[src/design/ebce_defs.vh]
// Purpose: constants shared by the instruction execution core
// Assumes: included by its bare name
// Notes: opcodes are the core's byte encodings
`ifndef EBCE_DEFS_VH
`define EBCE_DEFS_VH

// register bus byte offsets
`define EBCE_OFS_CTRL 4'h0
`define EBCE_OFS_STAT 4'h4
`define EBCE_OFS_DATA 4'h8

// control register fields
`define EBCE_CTRL_RUN 0
`define EBCE_CTRL_GIE 1
`define EBCE_CTRL_BOOT 2

// reset values and the trap target
`define EBCE_RUN_RST 1'b1
`define EBCE_SP_RST 8'h6F
`define EBCE_PC_RST 15'h0000
`define EBCE_TRAP_PC 15'h00FF

// single opcodes
`define EBCE_OP_TRAP 8'h00
`define EBCE_OP_JPZ 8'hE0
`define EBCE_OP_MASKSKIP 8'h60
`define EBCE_OP_BOOTCALL 8'h61
`define EBCE_OP_CLRA 8'h64
`define EBCE_OP_SWAPA 8'h65
`define EBCE_OP_BCDFIX 8'h66
`define EBCE_OP_PUSHA 8'h67
`define EBCE_OP_IFC 8'h88
`define EBCE_OP_IFNC 8'h89
`define EBCE_OP_INCA 8'h8A
`define EBCE_OP_DECA 8'h8B
`define EBCE_OP_POPA 8'h8C
`define EBCE_OP_BACKSKIP 8'h8D
`define EBCE_OP_BACK 8'h8E
`define EBCE_OP_IRQBACK 8'h8F
`define EBCE_OP_LDAI 8'h98
`define EBCE_OP_IFNEI 8'h99
`define EBCE_OP_LDBPI 8'h9A
`define EBCE_OP_LDBMI 8'h9B
`define EBCE_OP_XAMD 8'h9C
`define EBCE_OP_LDAMD 8'h9D
`define EBCE_OP_LDBI 8'h9E
`define EBCE_OP_LDB8 8'h9F
`define EBCE_OP_RC 8'hA0
`define EBCE_OP_SC 8'hA1
`define EBCE_OP_XBP 8'hA2
`define EBCE_OP_XBM 8'hA3
`define EBCE_OP_TFETCH 8'hA4
`define EBCE_OP_TJUMP 8'hA5
`define EBCE_OP_XB 8'hA6
`define EBCE_OP_ROTL 8'hA8
`define EBCE_OP_IFEQMD 8'hA9
`define EBCE_OP_LDBP 8'hAA
`define EBCE_OP_LDBM 8'hAB
`define EBCE_OP_LJUMP 8'hAC
`define EBCE_OP_LCALL 8'hAD
`define EBCE_OP_LDB 8'hAE
`define EBCE_OP_ROTR 8'hB0
`define EBCE_OP_XXP 8'hB2
`define EBCE_OP_XXM 8'hB3
`define EBCE_OP_VECTOR 8'hB4
`define EBCE_OP_PENDCLR 8'hB5
`define EBCE_OP_XX 8'hB8
`define EBCE_OP_LDXP 8'hBA
`define EBCE_OP_LDXM 8'hBB
`define EBCE_OP_DIRECT 8'hBD
`define EBCE_OP_LDX 8'hBE

`endif

[src/design/ebce_core.v]
// Purpose: 8-bit core that executes one instruction at a time from program memory
// Assumes: program memory and data ram answer combinationally in the same cycle
// Notes: one instruction cycle per clk_sys edge; halts while the run bit is clear
// How it works
// - add/subtract with carry update accumulator, carry, half carry; carry is inverted borrow
// - mask test ands accumulator with immediate, skips on zero; 2 bytes 2 cycles
// - equal, unequal, greater, memory-versus-immediate tests skip next when false
// - pointer nibble test runs next only when low B nibble differs
// - count down decrements F0-FF register, skips on zero; 1 byte 3 cycles
// - bit set and clear force one selected memory bit, others kept
// - bit test runs next only when the selected bit is one
// - pending clear drops software interrupt pending flag in 1 byte 1 cycle
// - pointer loads, exchanges, stores in their step forms use pointer then step it by one
// - bcd fix corrects accumulator from carry and half carry of prior add/sub
// - rotate left through carry, half carry takes old bit 0
// - rotate right through carry as a 9-bit ring
// - push writes then decrements; pop increments then reads; 1 byte 3 cycles
// - program counter is 15 bits: 7 upper and 8 lower
// - long jump loads 15 bits in 3/4; near jump loads low 12 in 2/3
// - relative jump adds -31..+32 in 1/3; displacement one not encodable
// - calls push low then high byte, lower stack by two; 3/5 and 2/5
// - boot call pushes, loads low byte, clears high, enters boot space
// - returns raise stack by two, reload counter in 5; skip and irq variants
// - trap pushes return address, lowers stack by two, jumps to 0FF in 1/7
// - vector dispatch loads counter from two adjacent program bytes in 1/5
// - table fetch and table jump read {high,accumulator} in 3 cycles
// - skipped instruction takes one cycle per byte; alu forms 1/1, 2/2, 3/4
// - near jump and page call keep the top three counter bits
// - a skipped instruction changes no register and no memory
//
// The register offsets and the Avalon-MM slave port were left to the implementer.
`include "ebce_defs.vh"

module ebce_core (
  input wire clk_sys, // 40 MHz clock
  input wire rstn, // async reset, active low
  input wire [3:0] avs_address, // register byte address
  input wire avs_read, // read request
  input wire avs_write, // write request
  input wire [31:0] avs_writedata, // write data
  output reg [31:0] avs_readdata, // read data
  output wire avs_waitrequest, // stall request
  output reg [14:0] pm_addr, // program memory address
  input wire [7:0] pm_rdata, // program memory byte
  output reg [7:0] dm_addr, // data ram address
  input wire [7:0] dm_rdata, // data ram byte
  output reg [7:0] dm_wdata, // data ram write byte
  output reg dm_we, // data ram write enable
  input wire [14:0] vec_addr, // vector table address from irq logic
  output wire global_irq_enable, // interrupt enable flag
  output wire swi_pending, // software interrupt pending
  output wire boot_space // executing from boot space
);

  reg [14:0] pc_r;
  reg [7:0] acc_r, b_r, x_r, sp_r, op0_r, b1_r, b2_r, tmp_r;
  reg c_r, hc_r, sub_r, skip_r, gie_r, pend_r, boot_r, run_r, ack_r;
  reg [2:0] cyc_r;

  // byte count and cycle count of an opcode
  function [4:0] shape;
    input [7:0] op;
    begin
      casez (op)
        8'h00: shape = {2'd1, 3'd7};
        8'hE0: shape = {2'd1, 3'd1}; // no-op filler, single cycle like any no-operation
        8'b000?????, 8'b111?????: shape = {2'd1, 3'd3};
        8'h2?: shape = {2'd2, 3'd3};
        8'h3?, 8'h61: shape = {2'd2, 3'd5};
        8'h60, 8'h9?: shape = {2'd2, 3'd2};
        8'h67, 8'h8C, 8'hA4, 8'hA5, 8'hB2, 8'hB3: shape = {2'd1, 3'd3};
        8'hB8, 8'hBA, 8'hBB, 8'hBE, 8'hC?: shape = {2'd1, 3'd3};
        8'h8D, 8'h8E, 8'h8F, 8'hB4: shape = {2'd1, 3'd5};
        8'hA2, 8'hA3, 8'hAA, 8'hAB: shape = {2'd1, 3'd2};
        8'hA9: shape = {2'd3, 3'd3};
        8'hAC, 8'hBD: shape = {2'd3, 3'd4};
        8'hAD: shape = {2'd3, 3'd5};
        default: shape = {2'd1, 3'd1};
      endcase
      if (op == 8'h9C || op == 8'h9D)
        shape = {2'd2, 3'd3};
    end
  endfunction

  wire [7:0] op0 = (cyc_r == 3'h0) ? pm_rdata : op0_r;
  wire [7:0] b1 = (cyc_r == 3'h1) ? pm_rdata : b1_r;
  wire [7:0] b2 = (cyc_r == 3'h2) ? pm_rdata : b2_r;
  wire [4:0] shp = shape(op0);
  wire [1:0] nb = shp[4:3];
  wire [2:0] ncyc = skip_r ? {1'b0, nb} : shp[2:0];
  wire last = (cyc_r == ncyc - 3'h1);
  wire prev = (cyc_r == ncyc - 3'h2);
  wire [14:0] pc_seq = pc_r + {13'h0000, nb};
  wire is_call = (op0 == `EBCE_OP_TRAP) || (op0[7:4] == 4'h3) ||
                 (op0 == `EBCE_OP_BOOTCALL) || (op0 == `EBCE_OP_LCALL);
  wire is_ret = (op0 == `EBCE_OP_BACK) || (op0 == `EBCE_OP_BACKSKIP) ||
                (op0 == `EBCE_OP_IRQBACK);

  // the direct form carries its memory operation in the third byte
  wire direct = (op0 == `EBCE_OP_DIRECT);
  wire [7:0] aop = direct ? b2 : op0;
  wire [7:0] ea = direct ? b1 : b_r;
  wire [7:0] mval = (op0[7:4] == 4'h9) ? b1 : dm_rdata;

  wire [8:0] adc_s = {1'b0, acc_r} + {1'b0, mval} + {8'h00, c_r};
  wire [4:0] adc_h = {1'b0, acc_r[3:0]} + {1'b0, mval[3:0]} + {4'h0, c_r};
  wire [8:0] sbc_s = {1'b0, acc_r} + {1'b0, ~mval} + {8'h00, c_r};
  wire [4:0] sbc_h = {1'b0, acc_r[3:0]} + {1'b0, ~mval[3:0]} + {4'h0, c_r};
  wire dec_lo = sub_r ? ~hc_r : (hc_r | (acc_r[3:0] > 4'h9));
  wire dec_hi = sub_r ? ~c_r : (c_r | (acc_r > 8'h99));
  wire [7:0] adj = (dec_hi ? 8'h60 : 8'h00) | (dec_lo ? 8'h06 : 8'h00);
  wire [7:0] bcd_v = sub_r ? acc_r - adj : acc_r + adj;
  wire [7:0] bitmask = 8'h01 << aop[2:0];

  // register bus: one wait cycle, then the answer
  wire req = avs_read | avs_write;
  wire ctl_wr = avs_write & ack_r & (avs_address == `EBCE_OFS_CTRL);
  assign avs_waitrequest = req & ~ack_r;
  assign global_irq_enable = gie_r;
  assign swi_pending = pend_r;
  assign boot_space = boot_r;

  always @(posedge clk_sys or negedge rstn) begin
    if (!rstn) begin
      ack_r <= 1'b0;
      run_r <= `EBCE_RUN_RST;
      avs_readdata <= 32'h00000000;
    end else begin
      ack_r <= req & ~ack_r;
      if (ctl_wr)
        run_r <= avs_writedata[`EBCE_CTRL_RUN];
      if (req & ~ack_r) begin
        case (avs_address)
          `EBCE_OFS_CTRL: avs_readdata <= {29'h0, boot_r, gie_r, run_r};
          `EBCE_OFS_STAT: avs_readdata <= {11'h0, boot_r, pend_r, gie_r, hc_r, c_r, skip_r, pc_r};
          `EBCE_OFS_DATA: avs_readdata <= {sp_r, x_r, b_r, acc_r};
          default: avs_readdata <= 32'h00000000;
        endcase
      end
    end
  end

  // memory addressing per cycle
  always @* begin
    pm_addr = pc_r + {12'h000, cyc_r};
    dm_addr = b_r;
    dm_we = 1'b0;
    dm_wdata = acc_r;
    if (run_r && !skip_r) begin
      if (op0 == `EBCE_OP_TFETCH || op0 == `EBCE_OP_TJUMP) begin
        if (last)
          pm_addr = {pc_r[14:8], acc_r};
      end else if (op0 == `EBCE_OP_VECTOR) begin
        if (cyc_r == 3'h3)
          pm_addr = vec_addr;
        else if (last)
          pm_addr = vec_addr + 15'h0001;
      end
      if (is_call) begin
        dm_addr = prev ? sp_r : sp_r - 8'h01;
        dm_wdata = prev ? pc_seq[7:0] : {1'b0, pc_seq[14:8]};
        dm_we = prev | last;
      end else if (is_ret) begin
        dm_addr = last ? sp_r + 8'h01 : sp_r + 8'h02;
      end else begin
        casez (aop)
          8'b0110_1???, 8'b0111_1???: begin
            dm_addr = ea;
            dm_wdata = aop[4] ? (dm_rdata | bitmask) : (dm_rdata & ~bitmask);
            dm_we = last;
          end
          8'h67: begin
            dm_addr = sp_r;
            dm_we = last;
          end
          8'h8C: dm_addr = sp_r + 8'h01;
          8'h9A, 8'h9B, 8'h9E: begin
            dm_wdata = b1;
            dm_we = last;
          end
          8'h9C, 8'h9D, 8'hA9: begin
            dm_addr = b1;
            dm_we = last & (aop == `EBCE_OP_XAMD);
          end
          8'hA2, 8'hA3, 8'hA6: dm_we = last;
          8'hB2, 8'hB3, 8'hB8: begin
            dm_addr = x_r;
            dm_we = last;
          end
          8'hBA, 8'hBB, 8'hBE: dm_addr = x_r;
          8'hC?: begin
            dm_addr = {4'hF, aop[3:0]};
            dm_wdata = dm_rdata - 8'h01;
            dm_we = last;
          end
          default: dm_addr = ea;
        endcase
      end
    end
  end

  always @(posedge clk_sys or negedge rstn) begin
    if (!rstn) begin
      pc_r <= `EBCE_PC_RST;
      sp_r <= `EBCE_SP_RST;
      acc_r <= 8'h00;
      b_r <= 8'h00;
      x_r <= 8'h00;
      op0_r <= 8'h00;
      b1_r <= 8'h00;
      b2_r <= 8'h00;
      tmp_r <= 8'h00;
      cyc_r <= 3'h0;
      {c_r, hc_r, sub_r, skip_r, gie_r, pend_r, boot_r} <= 7'h00;
    end else begin
      if (ctl_wr) begin
        gie_r <= avs_writedata[`EBCE_CTRL_GIE];
        if (avs_writedata[`EBCE_CTRL_BOOT])
          boot_r <= 1'b0;
      end
      if (run_r) begin
        if (cyc_r == 3'h0)
          op0_r <= pm_rdata;
        if (cyc_r == 3'h1)
          b1_r <= pm_rdata;
        if (cyc_r == 3'h2)
          b2_r <= pm_rdata;
        if (cyc_r == 3'h3)
          tmp_r <= (op0_r == `EBCE_OP_VECTOR) ? pm_rdata : dm_rdata;
        if (!last)
          cyc_r <= cyc_r + 3'h1;
        else begin
          cyc_r <= 3'h0;
          pc_r <= pc_seq;
          if (skip_r)
            skip_r <= 1'b0;
          else begin
            casez (aop)
              8'h00: begin
                pc_r <= `EBCE_TRAP_PC;
                sp_r <= sp_r - 8'h02;
                pend_r <= 1'b1;
              end
              8'hE0: ;
              8'b000?????: pc_r <= pc_r + {10'h000, aop[4:0]} + 15'h0001;
              8'b111?????: pc_r <= pc_r + {{7{aop[7]}}, aop};
              8'h2?: pc_r <= {pc_r[14:12], aop[3:0], b1};
              8'h3?: begin
                pc_r <= {pc_r[14:12], aop[3:0], b1};
                sp_r <= sp_r - 8'h02;
              end
              8'h4?: if (b_r[3:0] == aop[3:0]) skip_r <= 1'b1;
              8'h5?: b_r <= {4'h0, ~aop[3:0]};
              8'h60: if ((acc_r & b1) == 8'h00) skip_r <= 1'b1;
              8'h61: begin
                pc_r <= {7'h00, b1};
                sp_r <= sp_r - 8'h02;
                boot_r <= 1'b1;
              end
              8'h64: acc_r <= 8'h00;
              8'h65: acc_r <= {acc_r[3:0], acc_r[7:4]};
              8'h66: begin
                acc_r <= bcd_v;
                c_r <= sub_r ? c_r : (c_r | dec_hi);
              end
              8'h67: sp_r <= sp_r - 8'h01;
              8'b0111_0???: if (!dm_rdata[aop[2:0]]) skip_r <= 1'b1;
              8'h80, 8'h90: begin
                {c_r, acc_r} <= adc_s;
                hc_r <= adc_h[4];
                sub_r <= 1'b0;
              end
              8'h81, 8'h91: begin
                {c_r, acc_r} <= sbc_s;
                hc_r <= sbc_h[4];
                sub_r <= 1'b1;
              end
              8'h82, 8'h92: if (acc_r != mval) skip_r <= 1'b1;
              8'h83, 8'h93: if (!(acc_r > mval)) skip_r <= 1'b1;
              8'h84, 8'h94: acc_r <= acc_r + mval;
              8'h85, 8'h95: acc_r <= acc_r & mval;
              8'h86, 8'h96: acc_r <= acc_r ^ mval;
              8'h87, 8'h97: acc_r <= acc_r | mval;
              8'h88: if (!c_r) skip_r <= 1'b1;
              8'h89: if (c_r) skip_r <= 1'b1;
              8'h8A: acc_r <= acc_r + 8'h01;
              8'h8B: acc_r <= acc_r - 8'h01;
              8'h8C: begin
                sp_r <= sp_r + 8'h01;
                acc_r <= dm_rdata;
              end
              8'h8D, 8'h8E, 8'h8F: begin
                sp_r <= sp_r + 8'h02;
                pc_r <= {dm_rdata[6:0], tmp_r};
                if (aop == `EBCE_OP_BACKSKIP)
                  skip_r <= 1'b1;
                if (aop == `EBCE_OP_IRQBACK)
                  gie_r <= 1'b1;
              end
              8'h98, 8'h9F: if (aop[0]) b_r <= b1; else acc_r <= b1;
              8'h99: if (acc_r == b1) skip_r <= 1'b1;
              8'h9A, 8'h9B: b_r <= aop[0] ? b_r - 8'h01 : b_r + 8'h01;
              8'h9C, 8'h9D, 8'hA6, 8'hAE, 8'hB8, 8'hBE: acc_r <= dm_rdata;
              8'hA0, 8'hA1: {c_r, hc_r} <= {2{aop[0]}};
              8'hA2, 8'hA3, 8'hAA, 8'hAB: begin
                acc_r <= dm_rdata;
                b_r <= aop[0] ? b_r - 8'h01 : b_r + 8'h01;
              end
              8'hA4: acc_r <= pm_rdata;
              8'hA5: pc_r <= {pc_r[14:8], pm_rdata};
              8'hA8: begin
                {c_r, acc_r} <= {acc_r, c_r};
                hc_r <= acc_r[0];
              end
              8'hA9: if (dm_rdata != b2) skip_r <= 1'b1;
              8'hAC, 8'hAD: begin
                pc_r <= {b1[6:0], b2};
                if (aop[0])
                  sp_r <= sp_r - 8'h02;
              end
              8'hB0: {acc_r, c_r} <= {c_r, acc_r};
              8'hB2, 8'hB3, 8'hBA, 8'hBB: begin
                acc_r <= dm_rdata;
                x_r <= aop[0] ? x_r - 8'h01 : x_r + 8'h01;
              end
              8'hB4: pc_r <= {tmp_r[6:0], pm_rdata};
              8'hB5: pend_r <= 1'b0;
              8'hC?: if (dm_rdata == 8'h01) skip_r <= 1'b1;
              default: ;
            endcase
          end
        end
      end
    end
  end

endmodule // ebce_core

[config.mk]
export PLATFORM = sky130hd
export DESIGN_NAME = ebce_core
export DESIGN_NICKNAME = d
export VERILOG_FILES = /design/src/design/ebce_core.v
export VERILOG_INCLUDE_DIRS = /design/src /design/src/design
export SDC_FILE = /design/constraint.sdc
export NUM_CORES = 1
export LEC_CHECK = 0
export BUFFER_PORTS_ARGS = -buffer_cell sky130_fd_sc_hd__buf_2
export CORE_UTILIZATION = 43
export CTS_CLUSTER_DIAMETER = 30
export CTS_CLUSTER_SIZE = 14
export DETAILED_ROUTE_END_ITERATION = 10
export GPL_TIMING_DRIVEN = 0
export MAX_ROUTING_LAYER = met4
export SKIP_LAST_GASP = 1
export SLEW_MARGIN = 5
export SYNTH_ARGS = -nofsm -noshare
export SYNTH_HDL_FRONTEND = slang
export SYNTH_SLANG_ARGS = --single-unit
[constraint.sdc]
create_clock -name clk_sys -period 14.8 [get_ports clk_sys]
set_input_delay 1.48 -clock clk_sys [delete_from_list [all_inputs] [get_ports clk_sys]]
set_output_delay 1.48 -clock clk_sys [all_outputs]
set_load 0.05 [all_outputs]
Yosys cells after proc, flatten, opt, wreduce, memory -nomap -nowiden
Index checks and enable logic that the tools add are counted.
Word-level totals
  flip-flop bits (word level): 123
  input bits: 71
Operators by class
  add/subtract/negate cells: 31
  order comparisons: 4
  equal/unequal tests: 122
  shifts and indexed selects: 1
  mux-type cells: 88
  bitwise operators: 26
  reduce and logical (&&, ||, !) cells: 65
Operators by type and width (count)
  $eq 8x8->1 const B: 81
  $mux 8: 23
  $pmux 8 s16: 1
  $pmux 15 s8: 1
  $mux 15: 7
  $pmux 32 s3: 1
  $eq 8x7->1 const B: 9
  $pmux 8 s3: 2
  $pmux 8 s6: 1
  $pmux 5 s9: 1
  $pmux 8 s5: 1
  $sub 8x1->8 const B: 5
  $reduce_or 2->1: 18
  $mux 1: 35
  $add 8x1->8 const B: 4
  $add 15x1->15 const B: 2
  $pmux 15 s2: 1
  $reduce_or 13->1: 2
  $and 8x8->8: 3
  $logic_not 8->1: 3
  $reduce_and 6->1: 4
  $reduce_and 5->1: 4
  $add 8x8->9: 2
  $add 9x1->9: 2
  70 further kinds: 124

Logic depth before layout (Yosys ltp)
  depth in word-level cells: 15
  mapped depth: 28

Least setup slack after synthesis
Ideal clock, no wire load.
  path kind: in2out
  start: input pm_rdata[4]
  end: output pm_addr[9]
  arrival time: 6.392 ns
  path slack: 6.928 ns
  cell stages on the path: 15
  cells stage by stage: clkbuf_1 -> nor4bb_1 -> a31o_2 -> o22ai_1 -> a211oi_1 -> a41oi_1 -> o31ai_1 -> ha_1 -> xor2_1 -> and2_1 -> mux2_4 -> nand2_1 -> buf_2 -> a21oi_1 -> o311ai_0
Between the ends
  cells in the longest elaborated chain, start to end: 14
Ends and longest elaborated chain
  from (decl): line ebce_core.v:44  | input wire [7:0] pm_rdata,
  $mux 8 (*)
  $eq 8x8->1, or another cell as far along: line ebce_core.v:64  | casez (op)
  $reduce_or 13->1 (no source line), or another cell as far along
  $pmux 5 s9: line ebce_core.v:64
  $pmux 5 s2: line ebce_core.v:64
  $mux 5: line ebce_core.v:80  | if (op == 8'h9C || op == 8'h9D)
  $mux 3: line ebce_core.v:90  | wire [2:0] ncyc = skip_r ? {1'b0, nb} : shp[2:0];
  $sub 3x1->3: line ebce_core.v:91  | wire last = (cyc_r == ncyc - 3'h1);
  $eq 3x3->1: line ebce_core.v:91
  $mux 15: line ebce_core.v:156  | else if (last)
  $mux 15: line ebce_core.v:154  | if (cyc_r == 3'h3)
  $mux 15: line ebce_core.v:153  | end else if (op0 == `EBCE_OP_VECTOR) begin
  $mux 15 (*): line ebce_core.v:150  | if (op0 == `EBCE_OP_TFETCH || op0 == `EBCE_OP_TJUMP) begin
  $mux 15 (*): line ebce_core.v:149  | if (run_r && !skip_r) begin
  to (decl): line ebce_core.v:43  | output reg [14:0] pm_addr,
Every way passes the cells marked *; elsewhere a longest branch is shown, timed or not.

Worst setup path after layout
  start: register cyc_r[1]
  end: output pm_addr[2]
Between the ends
  cells in the longest elaborated chain, start to end: 15
Ends and longest elaborated chain
  from (decl): line ebce_core.v:58  | reg [2:0] cyc_r;
  from (signal assigned): line ebce_core.v:231  | cyc_r <= cyc_r + 3'h1;
  $logic_not 3->1: line ebce_core.v:85  | wire [7:0] op0 = (cyc_r == 3'h0) ? pm_rdata : op0_r;
  $mux 8
  $eq 8x8->1, or another cell as far along: line ebce_core.v:64
  $reduce_or 13->1 (no source line), or another cell as far along
  $pmux 5 s9: line ebce_core.v:64
  $pmux 5 s2: line ebce_core.v:64
  $mux 5: line ebce_core.v:80
  $mux 3: line ebce_core.v:90
  $sub 3x1->3: line ebce_core.v:91
  $eq 3x3->1: line ebce_core.v:91
  $mux 15: line ebce_core.v:156
  $mux 15: line ebce_core.v:154
  $mux 15: line ebce_core.v:153
  $mux 15: line ebce_core.v:150
  $mux 15 (*): line ebce_core.v:149
Marked as above.

==> run metrics <==
DRC 0; via density per instance 6.83; Synth area leader dfrtp_1; top sig layer met4; worst path cell trace inv_1, ha_1, nand2b_1, buf_6, buf_12, mux2i_2, nor4b_2, a211oi_1, a41oi_1, o31ai_1, ha_1, xor2_1, and2_1, mux2i_1, nor2_2, buf_6, nand2_1, o21ai_0, a221oi_1, buf_2; asr flop ratio synth 100%; core area 35600 sq um; IO buf count 98; Final Setup Violations 0; row count 69; worst min path class register to register; arrival time at the worst endpoint 7.59 ns; root buffer cell clkbuf_16; Die ar. 36900 sq um; Net Count, Synth 2248; Post-CTS Setup Inserts 0; post-cts repair resize count 0; Placed Area 16700 sq um; crit path max-delay cell type nor4b_2; area share of the largest cell type after synthesis 18.7%; Hold-fix buffers, CTS 0; crit start category register; max cap viols 0; Metal-1 WL 32600 um; Die H 192 um; DP HPWL 60900 um; die width 192 um; worst-path maximum fanout 10; Layout Skew 0.0223 ns; H-tree depth 4; first-pass GRT wire length 115000 um; min cycle time layout 9.07 ns; Avg Inst Size Synth 7.47 sq um; GPL Wtd Cong 1.05; Yosys cell types 106; Synth top cells by count nand2_1 (248), nor2_1 (205), a21oi_1 (147); insertion delay to the later sink of the worst-skew pair 0.48 ns; Detailed Routing Iterations Pass 1 8; Setup TNS 0 ns; top-count cell post-synth nand2_1; CTS max path bufs 2; total gr overflow 0; Yosys Warn Count 0; CP endpoint kind output port; Routed Antenna Nets 0; critical path class register to output port; Num CTS Buffers 17; number of synthesized flops with an enable pin 0; layout cells sized above 1 11.9%; fin nets 2372; worst slack, placed 6.01 ns; outcome complete, no violations; IO Pins 139; Final Hold Vio Count 0; CTS tree built; Post-Syn Instances 2078; CTS sink cnt 123; Crit path largest cell delay 1.07 ns; setup ws final 5.73 ns; f_max 110 MHz; largest net degree at the start of global routing 85; sequential share of the synthesized area 19.9%; Post-synth top flop dfrtp_1; dominant cells by area after synthesis dfrtp_1 (19%), ha_1 (7.1%), nand2_1 (6.0%); Final Slew Violations 0; via count 18.3k; met3 WL post-DR 8570 um; Synth Cell Area 15500 sq um; wire per inst 29.8 um; final WL 79900 um; 1st-iter DRT viols 2220; Least-Margin Pin Slew 1.34 ns; Clk pin slew, worst setup/hold paths 0.08 ns; P&R area growth vs syn 11.3%; fin area 17300 sq um; Tot GR Track Use 44.2%; Final Cycle Share 61.3%; RSZ-0062 raised after global routing no; required time of the worst setup path 13.32 ns; flops & latches, synth 123; vias in the first global route 17.0k; Slew headroom 9.28%; Initial Util 43.7%; initial antenna violation count 3; wire length on met2 33800 um
==> critical path, delay by kind of cell (launching register included) <==
kind | cells | cell delay, ns
AND/OR/NAND/NOR | 5 | 1.90
multiplexers | 2 | 1.45
AO/OA/AOI/OAI | 5 | 1.20
buffers and inverters | 5 | 1.12
adder cells (fa/ha/maj) | 2 | 0.72
flip-flops | 1 | 0.54
XOR/XNOR | 1 | 0.15
==> state kept, by name (all words and copies together), names as in the netlist, 8 cells and up <==
signal	cells
b1_r	8
avs_readdata	32
acc_r	8
b_r	8
b2_r	8
x_r	8
pc_r	15
tmp_r	8
sp_r	8
op0_r	8
==> area by class of cell <==
class	count	area, sq um
fillers	3633	18300
multi-input cells	1723	11500
flip-flops and latches	123	3090
plain buffers	146	652
repair buffers	105	586
well taps	461	577
clock buffers	19	443
inverters	86	323
clock inverters	13	116
diodes	4	10.0
==> metal layers <==
metal / global-route usage [%] / vias to the layer above
met3: 9.98 / 279
met4: 25.7 / 0
met5: - / -
li1: - / 7951
met2: 64.2 / 1202
met1: 55.9 / 8861
==> final timing paths <==
check	slack, ns	startpoint	end	depth (start not counted)
setup / recovery	5.73	cyc_r[1]$_DFFE_PN0P_	pm_addr[2]	20
hold / removal	0.47	avs_readdata[27]$_DFFE_PN0P_	avs_readdata[27]$_DFFE_PN0P_	2
setup reg to reg	8.03	cyc_r[1]$_DFFE_PN0P_	acc_r[7]$_DFFE_PN0P_	25
hold reg to reg	0.47	avs_readdata[27]$_DFFE_PN0P_	avs_readdata[27]$_DFFE_PN0P_	2
max in group asynchronous	13.00	rstn	sp_r[0]$_DFFE_PN1P_	2
min in group asynchronous	0.93	rstn	b2_r[3]$_DFFE_PN0P_	1
==> layout by cell type, fill, tap and decap left out, types with 26 or more instances in the layout <==
| cell type | n |
|---|---|
| o221ai_1 | 26 |
| mux2i_1 | 42 |
| a22oi_1 | 44 |
| a21o_1 | 29 |
| a21oi_1 | 147 |
| nor2_1 | 205 |
| nand2_1 | 248 |
| clkbuf_1 | 106 |
| nand3_1 | 69 |
| dfrtp_1 | 116 |
| o21ai_0 | 146 |
| xor2_1 | 43 |
| nor3_1 | 47 |
| a31oi_1 | 29 |
| o22ai_1 | 30 |
| ha_1 | 88 |
| inv_1 | 81 |
| o211ai_1 | 26 |
| xnor2_1 | 65 |
| buf_2 | 119 |
==> through the flow <==
step | instances | hold WS (ns) | util, %
after global routing | 2680 | 0.493 | 48.6
final | 2680 | 0.467 | 48.6
after detailed placement | 2643 | 0.459 | 47.0
after global placement | 2637 | 0.449 | 46.7
after CTS | 2675 | 0.476 | 48.6
after floorplan | 2078 | 0.466 | -
==> cells by family after synthesis <==
group | after synthesis | share of synthesized area [%]
AOI/OAI and AO/OA | 691 | 30.3
xor gates and xnor gates | 113 | 6.80
adders and majority gates | 100 | 8.57
buffers and inverters | 232 | 6.28
DFF | 123 | 19.9
muxes | 77 | 5.48
and+or+nand+nor | 742 | 22.7
Power is not shown: default switching activity piles up to over one toggle a cycle in this logic, so the estimate is an artifact.
